==> src/logic/uecc_defs.svh <==
// Register map, field positions, reset values and timing counts of the
// endpoint and transceiver control block.
// Assumes inclusion by bare name from the design files and the bench.
`ifndef UECC_DEFS_SVH
`define UECC_DEFS_SVH

// ************************************************************
// Register byte addresses
// ************************************************************
`define UECC_OFS_BASE_TOP 12'h000
`define UECC_OFS_XCVR_CTRL 12'h004
`define UECC_OFS_HOST_EVT 12'h008
`define UECC_OFS_EP_FIRST 12'h040
`define UECC_OFS_EP_LAST 12'h07C

// ************************************************************
// Field positions
// ************************************************************
`define UECC_EP_DIRECT_LS 7
`define UECC_EP_NAK_NAK_RETRY_DISABLE 6
`define UECC_EP_SETUP_DIS 4
`define UECC_RECEIVE_ENABLE 3
`define UECC_TRANSMIT_ENABLE 2
`define UECC_EP_HALT 1
`define UECC_HANDSHAKE_ENABLE 0
`define UECC_XC_SUSPEND 7
`define UECC_XC_PULLDOWN 6

// ************************************************************
// Write masks and reset values
// ************************************************************
`define UECC_EP0_WMASK 8'hDF
`define UECC_EPN_WMASK 8'h1F
`define UECC_XC_WMASK 8'hC3
`define UECC_EP_RESET 8'h00
`define UECC_XC_RESET 8'h00
`define UECC_BASE_RESET 8'h00

// ************************************************************
// Timing
// ************************************************************
`define UECC_CLK_MHZ 25
`define UECC_PLL_SETTLE_NS 80
`define UECC_PLL_SETTLE_CYC ((`UECC_PLL_SETTLE_NS * `UECC_CLK_MHZ + 999) / 1000)

`endif

==> src/logic/uecc_pkg.sv <==
// Types shared by the endpoint and transceiver control block.
// Assumes nothing beyond a SystemVerilog compiler.
package uecc_pkg;

  typedef enum logic [1:0] {
    UECC_ALT_PIN = 2'h0,
    UECC_PLL_1 = 2'h1,
    UECC_PLL_2 = 2'h2,
    UECC_PLL_3 = 2'h3
  } uecc_clksrc_e;

  // Host NAK handling states
  typedef enum logic [2:0] {
    UECC_H_IDLE = 3'h1,
    UECC_H_RETRY = 3'h2,
    UECC_H_DONE = 3'h4
  } uecc_hstate_e;

  typedef logic [3:0] uecc_pid_t;

endpackage : uecc_pkg

==> src/logic/uecc_ctrl.sv <==
// Endpoint, descriptor base and transceiver control registers over APB.
// Assumes a token engine beside it that reports token, NAK and result pulses.
//
// The address map and the APB register port are this design's own decisions.
`timescale 1ns/1ns
`include "uecc_defs.svh"
module uecc_ctrl #(
  parameter int NUM_EP = 16
) (
  // Clock, reset, enable
  input wire logic clock,
  input wire logic arst_n,
  input wire logic clk_en,
  // APB slave
  input wire logic psel,
  input wire logic penable,
  input wire logic pwrite,
  input wire logic [11:0] paddr,
  input wire logic [31:0] pwdata,
  output logic [31:0] prdata,
  output logic pready,
  output logic pslverr,
  // Token engine side
  input wire logic host_mode,
  input wire logic [3:0] tok_ep,
  input wire logic tok_nak,
  input wire logic tok_end,
  input wire logic tok_setup,
  input wire logic tok_in,
  // Endpoint answers for current token
  output logic ans_stall,
  output logic ans_accept,
  output logic ans_hshk,
  // Host control
  output logic host_retry,
  output logic host_pre_pid,
  output logic host_done,
  output uecc_pkg::uecc_pid_t desc_pid,
  output logic desc_pid_we,
  // Addressing and transceiver
  output logic [8:0] desc_base_hi_mask,
  output logic [7:0] desc_base_top,
  output logic xcvr_suspend,
  output logic weak_pulldown_enable,
  output logic clk48_use_alt,
  output logic clk48_settling
);
  import uecc_pkg::*;

  // ************************************************************
  // Registers
  // ************************************************************
  localparam uecc_pid_t NAK_PID = 4'hA;
  logic [7:0] base_top_r;
  logic [7:0] ep_r [NUM_EP];
  logic [7:0] xc_r;
  logic [7:0] done_cnt_r;
  logic [NUM_EP*8-1:0] ep_flat;
  logic [NUM_EP-1:0] rx_ok, tx_ok, setup_ok, stall, hshk;
  logic wr, rd, ep_hit, use_alt, settling;
  logic [3:0] ep_idx;
  uecc_hstate_e hstate_r;

  // Writes land at the end of the access phase, reads are captured at setup
  // so that prdata already stands while pready is high
  assign wr = psel & penable & pwrite & clk_en;
  assign rd = psel & ~penable & ~pwrite & clk_en;
  assign ep_hit = (paddr >= `UECC_OFS_EP_FIRST) && (paddr <= `UECC_OFS_EP_LAST)
    && (paddr[1:0] == 2'h0);
  assign ep_idx = paddr[5:2];

  always_ff @(posedge clock or negedge arst_n) begin
    if (!arst_n) begin
      base_top_r <= `UECC_BASE_RESET;
    end else if (wr && paddr == `UECC_OFS_BASE_TOP) begin
      base_top_r <= pwdata[7:0];
    end
  end

  // Bits 7 and 6 exist only in endpoint 0; reserved bits never store.
  // Masking at write time keeps reads and decode free of extra gating.
  genvar g;
  generate
    for (g = 0; g < NUM_EP; g++) begin : g_epreg
      always_ff @(posedge clock or negedge arst_n) begin
        if (!arst_n) begin
          ep_r[g] <= `UECC_EP_RESET;
        end else if (wr && ep_hit && ep_idx == 4'(g)) begin
          ep_r[g] <= pwdata[7:0] & ((g == 0) ? `UECC_EP0_WMASK : `UECC_EPN_WMASK);
        end
      end
      assign ep_flat[g*8 +: 8] = ep_r[g];
    end
  endgenerate

  always_ff @(posedge clock or negedge arst_n) begin
    if (!arst_n) begin
      xc_r <= `UECC_XC_RESET;
    end else if (wr && paddr == `UECC_OFS_XCVR_CTRL) begin
      xc_r <= pwdata[7:0] & `UECC_XC_WMASK;
    end
  end

  // ************************************************************
  // APB answer: zero wait, unmapped flagged as error
  // ************************************************************
  always_ff @(posedge clock or negedge arst_n) begin
    if (!arst_n) begin
      prdata <= 32'h0;
      pready <= 1'b0;
      pslverr <= 1'b0;
    end else if (clk_en) begin
      pready <= psel & ~penable;
      pslverr <= psel & ~penable & ~(ep_hit || paddr == `UECC_OFS_BASE_TOP
        || paddr == `UECC_OFS_XCVR_CTRL || paddr == `UECC_OFS_HOST_EVT);
      if (rd) begin
        if (ep_hit) begin
          prdata <= {24'h0, ep_r[ep_idx]};
        end else if (paddr == `UECC_OFS_BASE_TOP) begin
          prdata <= {24'h0, base_top_r};
        end else if (paddr == `UECC_OFS_XCVR_CTRL) begin
          prdata <= {24'h0, xc_r};
        end else if (paddr == `UECC_OFS_HOST_EVT) begin
          prdata <= {24'h0, done_cnt_r};
        end else begin
          prdata <= 32'h0;
        end
      end
    end
  end

  // ************************************************************
  // Endpoint decode
  // ************************************************************
  uecc_ep_decode #(.NUM_EP(NUM_EP)) u_dec (
    .ep_ctrl(ep_flat),
    .ep_rx_ok(rx_ok),
    .ep_tx_ok(tx_ok),
    .ep_setup_ok(setup_ok),
    .endpoint_halt(stall),
    .handshake_enable(hshk)
  );

  // ************************************************************
  // Token answers
  // ************************************************************
  // Host role reads endpoint 0 only, device role the addressed endpoint.
  // Answers lag the token by one cycle; the engine must wait for them.
  always_ff @(posedge clock or negedge arst_n) begin
    if (!arst_n) begin
      ans_stall <= 1'b0;
      ans_accept <= 1'b0;
      ans_hshk <= 1'b0;
    end else if (clk_en) begin
      if (host_mode) begin
        ans_stall <= 1'b0;
        ans_accept <= 1'b1;
        ans_hshk <= ep_r[0][`UECC_HANDSHAKE_ENABLE];
      end else begin
        ans_stall <= stall[tok_ep];
        ans_accept <= tok_setup ? setup_ok[tok_ep]
          : (tok_in ? tx_ok[tok_ep] : rx_ok[tok_ep]);
        ans_hshk <= hshk[tok_ep];
      end
    end
  end

  // ************************************************************
  // Host NAK handling
  // ************************************************************
  always_ff @(posedge clock or negedge arst_n) begin
    if (!arst_n) begin
      hstate_r <= UECC_H_IDLE;
      host_retry <= 1'b0;
      host_done <= 1'b0;
      desc_pid <= 4'h0;
      desc_pid_we <= 1'b0;
      done_cnt_r <= 8'h00;
    end else if (clk_en) begin
      host_retry <= 1'b0;
      host_done <= 1'b0;
      desc_pid_we <= 1'b0;
      case (hstate_r)
        UECC_H_IDLE: begin
          if (host_mode && tok_nak) begin
            if (ep_r[0][`UECC_EP_NAK_NAK_RETRY_DISABLE]) begin
              hstate_r <= UECC_H_DONE;
              desc_pid <= NAK_PID;
              desc_pid_we <= 1'b1;
            end else begin
              hstate_r <= UECC_H_RETRY;
            end
          end else if (host_mode && tok_end) begin
            host_done <= 1'b1;
            done_cnt_r <= done_cnt_r + 8'h01;
          end
        end
        UECC_H_RETRY: begin
          host_retry <= 1'b1;
          hstate_r <= UECC_H_IDLE;
        end
        UECC_H_DONE: begin
          host_done <= 1'b1;
          done_cnt_r <= done_cnt_r + 8'h01;
          hstate_r <= UECC_H_IDLE;
        end
        default: begin
          hstate_r <= UECC_H_IDLE;
        end
      endcase
    end
  end

  // ************************************************************
  // Addressing and transceiver outputs
  // ************************************************************
  // Source switch is tracked here; the clock mux itself sits outside the block
  uecc_clk_sel u_clk (
    .clock(clock),
    .arst_n(arst_n),
    .clk_en(clk_en),
    .src_sel(xc_r[1:0]),
    .use_alt(use_alt),
    .settling(settling)
  );

  always_ff @(posedge clock or negedge arst_n) begin
    if (!arst_n) begin
      desc_base_top <= `UECC_BASE_RESET;
      desc_base_hi_mask <= 9'h000;
      xcvr_suspend <= 1'b0;
      weak_pulldown_enable <= 1'b0;
      clk48_use_alt <= 1'b1;
      clk48_settling <= 1'b0;
      host_pre_pid <= 1'b0;
    end else if (clk_en) begin
      desc_base_top <= base_top_r;
      desc_base_hi_mask <= 9'h000;
      xcvr_suspend <= xc_r[`UECC_XC_SUSPEND];
      weak_pulldown_enable <= xc_r[`UECC_XC_PULLDOWN];
      clk48_use_alt <= use_alt;
      clk48_settling <= settling;
      host_pre_pid <= host_mode & ~ep_r[0][`UECC_EP_DIRECT_LS];
    end
  end
endmodule : uecc_ctrl

==> src/logic/uecc_ep_decode.sv <==
// Per-endpoint decode of control bits into answer qualifiers.
// Assumes a registered control byte for each endpoint.
`timescale 1ns/1ns
`include "uecc_defs.svh"
module uecc_ep_decode #(
  parameter int NUM_EP = 16
) (
  // Control bytes
  input wire logic [NUM_EP*8-1:0] ep_ctrl,
  // Decoded per-endpoint answers
  output logic [NUM_EP-1:0] ep_rx_ok,
  output logic [NUM_EP-1:0] ep_tx_ok,
  output logic [NUM_EP-1:0] ep_setup_ok,
  output logic [NUM_EP-1:0] endpoint_halt,
  output logic [NUM_EP-1:0] handshake_enable
);
  genvar g;
  generate
    for (g = 0; g < NUM_EP; g++) begin : g_ep
      logic [7:0] c;
      logic en;
      assign c = ep_ctrl[g*8 +: 8];
      assign en = c[`UECC_RECEIVE_ENABLE] | c[`UECC_TRANSMIT_ENABLE];
      // Stall wins over everything but only on an enabled endpoint
      assign endpoint_halt[g] = en & c[`UECC_EP_HALT];
      assign ep_rx_ok[g] = c[`UECC_RECEIVE_ENABLE] & ~endpoint_halt[g];
      assign ep_tx_ok[g] = c[`UECC_TRANSMIT_ENABLE] & ~endpoint_halt[g];
      assign ep_setup_ok[g] = c[`UECC_RECEIVE_ENABLE] & c[`UECC_TRANSMIT_ENABLE]
        & ~c[`UECC_EP_SETUP_DIS] & ~endpoint_halt[g];
      assign handshake_enable[g] = c[`UECC_HANDSHAKE_ENABLE] & ~endpoint_halt[g];
    end
  endgenerate
endmodule : uecc_ep_decode

==> src/logic/uecc_clk_sel.sv <==
// Selection of the 48 MHz clock source with a settle window after a switch between alternate pin and PLL.
// Assumes both candidate clock enables are synchronous qualifiers.
`timescale 1ns/1ns
`include "uecc_defs.svh"
module uecc_clk_sel (
  // Clock and reset
  input wire logic clock,
  input wire logic arst_n,
  input wire logic clk_en,
  // Selection
  input wire logic [1:0] src_sel,
  // Status
  output logic use_alt,
  output logic settling
);
  import uecc_pkg::*;
  localparam logic [3:0] SETTLE = 4'(`UECC_PLL_SETTLE_CYC);
  logic [1:0] last_r;
  logic [3:0] cnt_r;

  // A switch between alternate pin and any PLL restarts settle count so consumers wait for a clean clock; PLL to PLL does not
  always_ff @(posedge clock or negedge arst_n) begin
    if (!arst_n) begin
      last_r <= 2'h0;
      cnt_r <= 4'h0;
    end else if (clk_en) begin
      last_r <= src_sel;
      if ((src_sel == 2'h0) != (last_r == 2'h0)) begin
        cnt_r <= SETTLE;
      end else if (cnt_r != 4'h0) begin
        cnt_r <= cnt_r - 4'h1;
      end
    end
  end
  assign use_alt = (last_r == UECC_ALT_PIN);
  assign settling = (cnt_r != 4'h0);
endmodule : uecc_clk_sel

==> config.mk <==
export PLATFORM = sky130hd
export DESIGN_NAME = uecc_ctrl
export DESIGN_NICKNAME = d
export VERILOG_FILES = /design/src/logic/uecc_pkg.sv /design/src/logic/uecc_ctrl.sv /design/src/logic/uecc_ep_decode.sv /design/src/logic/uecc_clk_sel.sv
export VERILOG_INCLUDE_DIRS = /design/src /design/src/logic
export SDC_FILE = /design/constraint.sdc
export NUM_CORES = 1
export LEC_CHECK = 0
export ABC_AREA = 1
export BUFFER_PORTS_ARGS = -buffer_cell sky130_fd_sc_hd__buf_4
export CORE_UTILIZATION = 44
export CTS_BUF_LIST = sky130_fd_sc_hd__clkbuf_8 sky130_fd_sc_hd__clkbuf_16
export DETAILED_ROUTE_END_ITERATION = 8
export PLACE_DENSITY = 0.67
export SYNTH_ARGS = -nofsm -noshare
export SYNTH_HDL_FRONTEND = slang
export SYNTH_SLANG_ARGS = --single-unit
==> constraint.sdc <==
create_clock -name clock -period 1.71 [get_ports clock]
set_input_delay 0 -clock clock [delete_from_list [all_inputs] [get_ports clock]]
set_output_delay 0 -clock clock [all_outputs]
set_load 0.01 [all_outputs]
==> flow_summary_export.csv <==
group,metric,value,unit
outcome,status,"finished, final reports clean",
layout,instances_no_fill,1297,
detailed_routing,vias,7017,
layout,antenna_cells,0,
pwr,p_per_area,930.8,nW/um^2
min_path,min_from,"clk_en",
timing,worst_hold_slack,0.02844,ns
pwr,max-vdd-ir-drop,0.7047,mV
timing,fin_ws,0.04755,ns
synthesis,synthFlopType,"dfrtp_1",
clock_tree,htreeDepth,4,
placement,portBuffers,65,
global_routing,grt-ovfl-total,0,
detailed_routing,ant_nets,0,
synthesis,ys_types,45,
pwr,internal-power,6267,uW
detailed_routing,wl_per_cell,16.80,um
clock_tree,clockRootBuffer,"clkbuf_16",
setup_path,path_class,"reg2reg",
timing,hold_viol_final,0,
setup_path,rr_endpoint,"done_cnt_r[6]$_DFFE_PN0P_",
setup_path,crit_path_start_kind,"flop",
floorplanning,core-area,16760,sq um
floorplanning,top_level_ports,125,
clock_tree,path_clk_slew,0.06,ns
layout,num-nets-final,1126,
timing,slew_viol_final,0,
setup_path,crit_fanout,6,
layout,fin_util,55.18,%
synthesis,ys_ff_latch,141,
timing,period_share,97.22,%
pwr,comb_power_share,13.3,%
synthesis,yosys.area.top_type_share,45.65,%
detailed_routing,routed_wl,21790,um
detailed_routing,drt-pass1-iter-count,6,
layout,area.growth.synth_to_final,21.36,%
layout,mostFrequentLayoutCell,"nand2_1",
setup_path,slowest_stage,"dfstp_2",
global_routing,grt_antenna_before_repair,0,
min_path,whs_path_depth,4,
timing,fmax,0.6015,GHz
clock_tree,clk_latency,0.43,ns
synthesis,netlist_area,7620,sq um
setup_path,r2r_start,"hstate_r[0]$_DFFE_PN1P_",
floorplanning,die_width,133.6,um
timing,finClkSkew,0.007732,ns
clock_tree,cts.sinks,141,
setup_path,end_kind,"flop",
floorplanning,die_height,133.6,um
synthesis,synthArstFlopShare,100.0,%
layout,nFillCells,1547,
detailed_routing,drtIter0Drc,681,
setup_path,crit_chain,"inv_2 > nor3_4 > nand2_2 > o32ai_4 > nand2_4 > nor2_4 > nand2_2 > nor3_2 > xor2_1",
timing,tightest_slew,0.8064,ns
placement,place_area,8474,sq um
timing,rsz0062_at_grt,"yes",
synthesis,synthCells,955,
detailed_routing,viasPerCell,5.410,
global_routing,grt_pass1_vias,6632,
synthesis,synth_edf_count,0,
layout,fin_area,9248,sq um
global_routing,grt_pass1_wl,35210,um
global_routing,grt.total_usage,25.76,%
placement,gp_congestion,0.9233,
synthesis,synth_warnings,0,
floorplanning,die_area,17850,sq um
pwr,p_leak,0.004406,uW
timing,min_period,1.662,ns
setup_path,cp.arrival,2.02,ns
clock_tree,cts_made_buffers,17,
job,cap_viol_max_count,0,
placement,dpl.hpwl,14980,um
floorplanning,row_count,47,
setup_path,crit_top_cell,"nand2_2",
floorplanning,start_util,45.46,%
setup_path,ff2ff_path_depth,9,
setup_path,max_stage_delay,0.55,ns
timing,setup_viol,0,
pwr,swShare,27.19,%
synthesis,ys_seq_area_share,46.34,%
layout,multi_input_area,3542,sq um
placement,dp_cells,1249,
min_path,hp-class,"in2reg",
clock_tree,clock_path_buffers,2,
placement,pre_cts_slack,0.01724,ns
synthesis,synthTopCellsByArea,"dfrtp_1 (46%), nand2_1 (12%), nand3_1 (8.7%), o21ai_0 (7.7%), buf_4 (3.7%)",
layout,drive_gt1_share,18.11,%
setup_path,worstPathRequired,2.07,ns
layout,ff_latch_area,3532,sq um
clock_tree,tritoncts,"done",
setup_path,r2r_slack,0.05,ns
min_path,whs_endpoint,"clk48_use_alt$_DFFE_PN1P_",
pwr,p_switching,2341,uW
pwr,seq_power_share,42.3,%
pwr,pwr-share-clk,44.4,%
synthesis,avgSynthCellArea,7.979,sq um
layout,final_cell_mix,"nand2_1 (247), dfrtp_1 (138), nand3_1 (132)",
global_routing,grt_max_degree,58,
timing,slew_headroom,46.06,%
synthesis,synth_area_leader_cell,"dfrtp_1",
detailed_routing,drc,0,
## metrics by stage
step	TNS (ns)	total power (uW)
final	0	8607
after global routing	-0.05620	8931
after CTS	0	8591
after detailed placement	0	4752
after global placement	0	4729
after floorplan	0	4362
## layout make-up
cell class                 instances  area share, %
sequential                       141          38.20
tap                              220          2.977
multi-input combinational        712          38.30
timing repair buffer             125          11.22
clock inverter                    14          1.827
clock buffer                      18          4.749
inverter                          67          2.733
## metal layers
layer / vias up / track usage (%) / wire (um)
met5: - / 0 / 0
met1: 3339 / 35.95 / 10060
met3: 38 / 4.604 / 1299
met2: 265 / 39.70 / 9973
li1: 3375 / - / -
met4: 0 / 10.16 / 465
## power by group through the flow
| stage | Combinational (uW) | Clock (uW) | Sequential, uW |
|---|---|---|---|
| 3_3_place_gp | 1030 | 0 | 3690 |
| 6_report | 1140 | 3820 | 3640 |
| 3_5_place_dp | 1050 | 0 | 3700 |
| 2_1_floorplan | 675 | 0 | 3690 |
| 4_1_cts | 1090 | 3860 | 3640 |
| 5_1_grt | 1260 | 4010 | 3660 |
## cells in the mapped netlist, types with 6 or more instances
cell	number
a21oi_1	21
a22oi_1	25
buf_2	13
buf_4	38
clkbuf_1	15
dfrtp_1	139
inv_1	59
nand2_1	247
nand2_2	16
nand3_1	132
nor2_1	35
o211ai_1	8
o21ai_0	117
o21ai_1	7
o21ai_2	7
o22ai_1	6
xor2_1	7
## kinds of logic (layout without fill, tap and decap cells)
kind of cell,count (synthesis),count (layout),synth area share [%]
mux,1,1,0.1478
flops,141,141,46.34
fa+ha+maj,3,3,0.4927
xor+xnor,8,8,0.9196
other cells,1,35,0.04921
compound gates,205,205,15.58
buf+inv,136,224,8.998
simple gates,460,460,27.47
## flip-flops by register name, indices dropped and copies added (netlist names)
register,count
clk48_settling,1
hstate_r,3
clk48_use_alt,1
done_cnt_r,8
pready,1
host_pre_pid,1
prdata,8
host_retry,1
desc_pid_we,1
xcvr_suspend,1
ans_accept,1
ans_hshk,1
u_clk.last_r,2
desc_base_top,8
pslverr,1
ep_flat,82
weak_pulldown_enable,1
desc_pid,1
base_top_r,8
host_done,1
ans_stall,1
xc_r,4
u_clk.cnt_r,4
## worst max-delay path, delay by kind of cell, from the launching register on
family          cells  cell delay (ns)
simple gates        6             0.72
xor+xnor            1             0.16
flops               1             0.55
compound gates      1             0.12
buf+inv             1             0.05
## how the worst max path moves through the flow
stage | from | to | cells past startpoint
after global placement | hstate_r[0]$_DFFE_PN1P_ | done_cnt_r[7]$_DFFE_PN0P_ | 8
final | hstate_r[0]$_DFFE_PN1P_ | done_cnt_r[6]$_DFFE_PN0P_ | 9
after global routing | hstate_r[0]$_DFFE_PN1P_ | done_cnt_r[6]$_DFFE_PN0P_ | 9
after floorplan | hstate_r[0]$_DFFE_PN1P_ | done_cnt_r[7]$_DFFE_PN0P_ | 8
after CTS | hstate_r[0]$_DFFE_PN1P_ | done_cnt_r[6]$_DFFE_PN0P_ | 9
after detailed placement | hstate_r[0]$_DFFE_PN1P_ | done_cnt_r[6]$_DFFE_PN0P_ | 9
## repair_timing
item	in CTS	in global routing
hold buffers	13	0
hold endpoints to repair	153	0
endpoints found under the setup margin	1	7
pin swaps	1	1
gates cloned	0	0
setup buffers	1	2
gates resized for setup	0	14
Power figures use the tool's default switching activity.
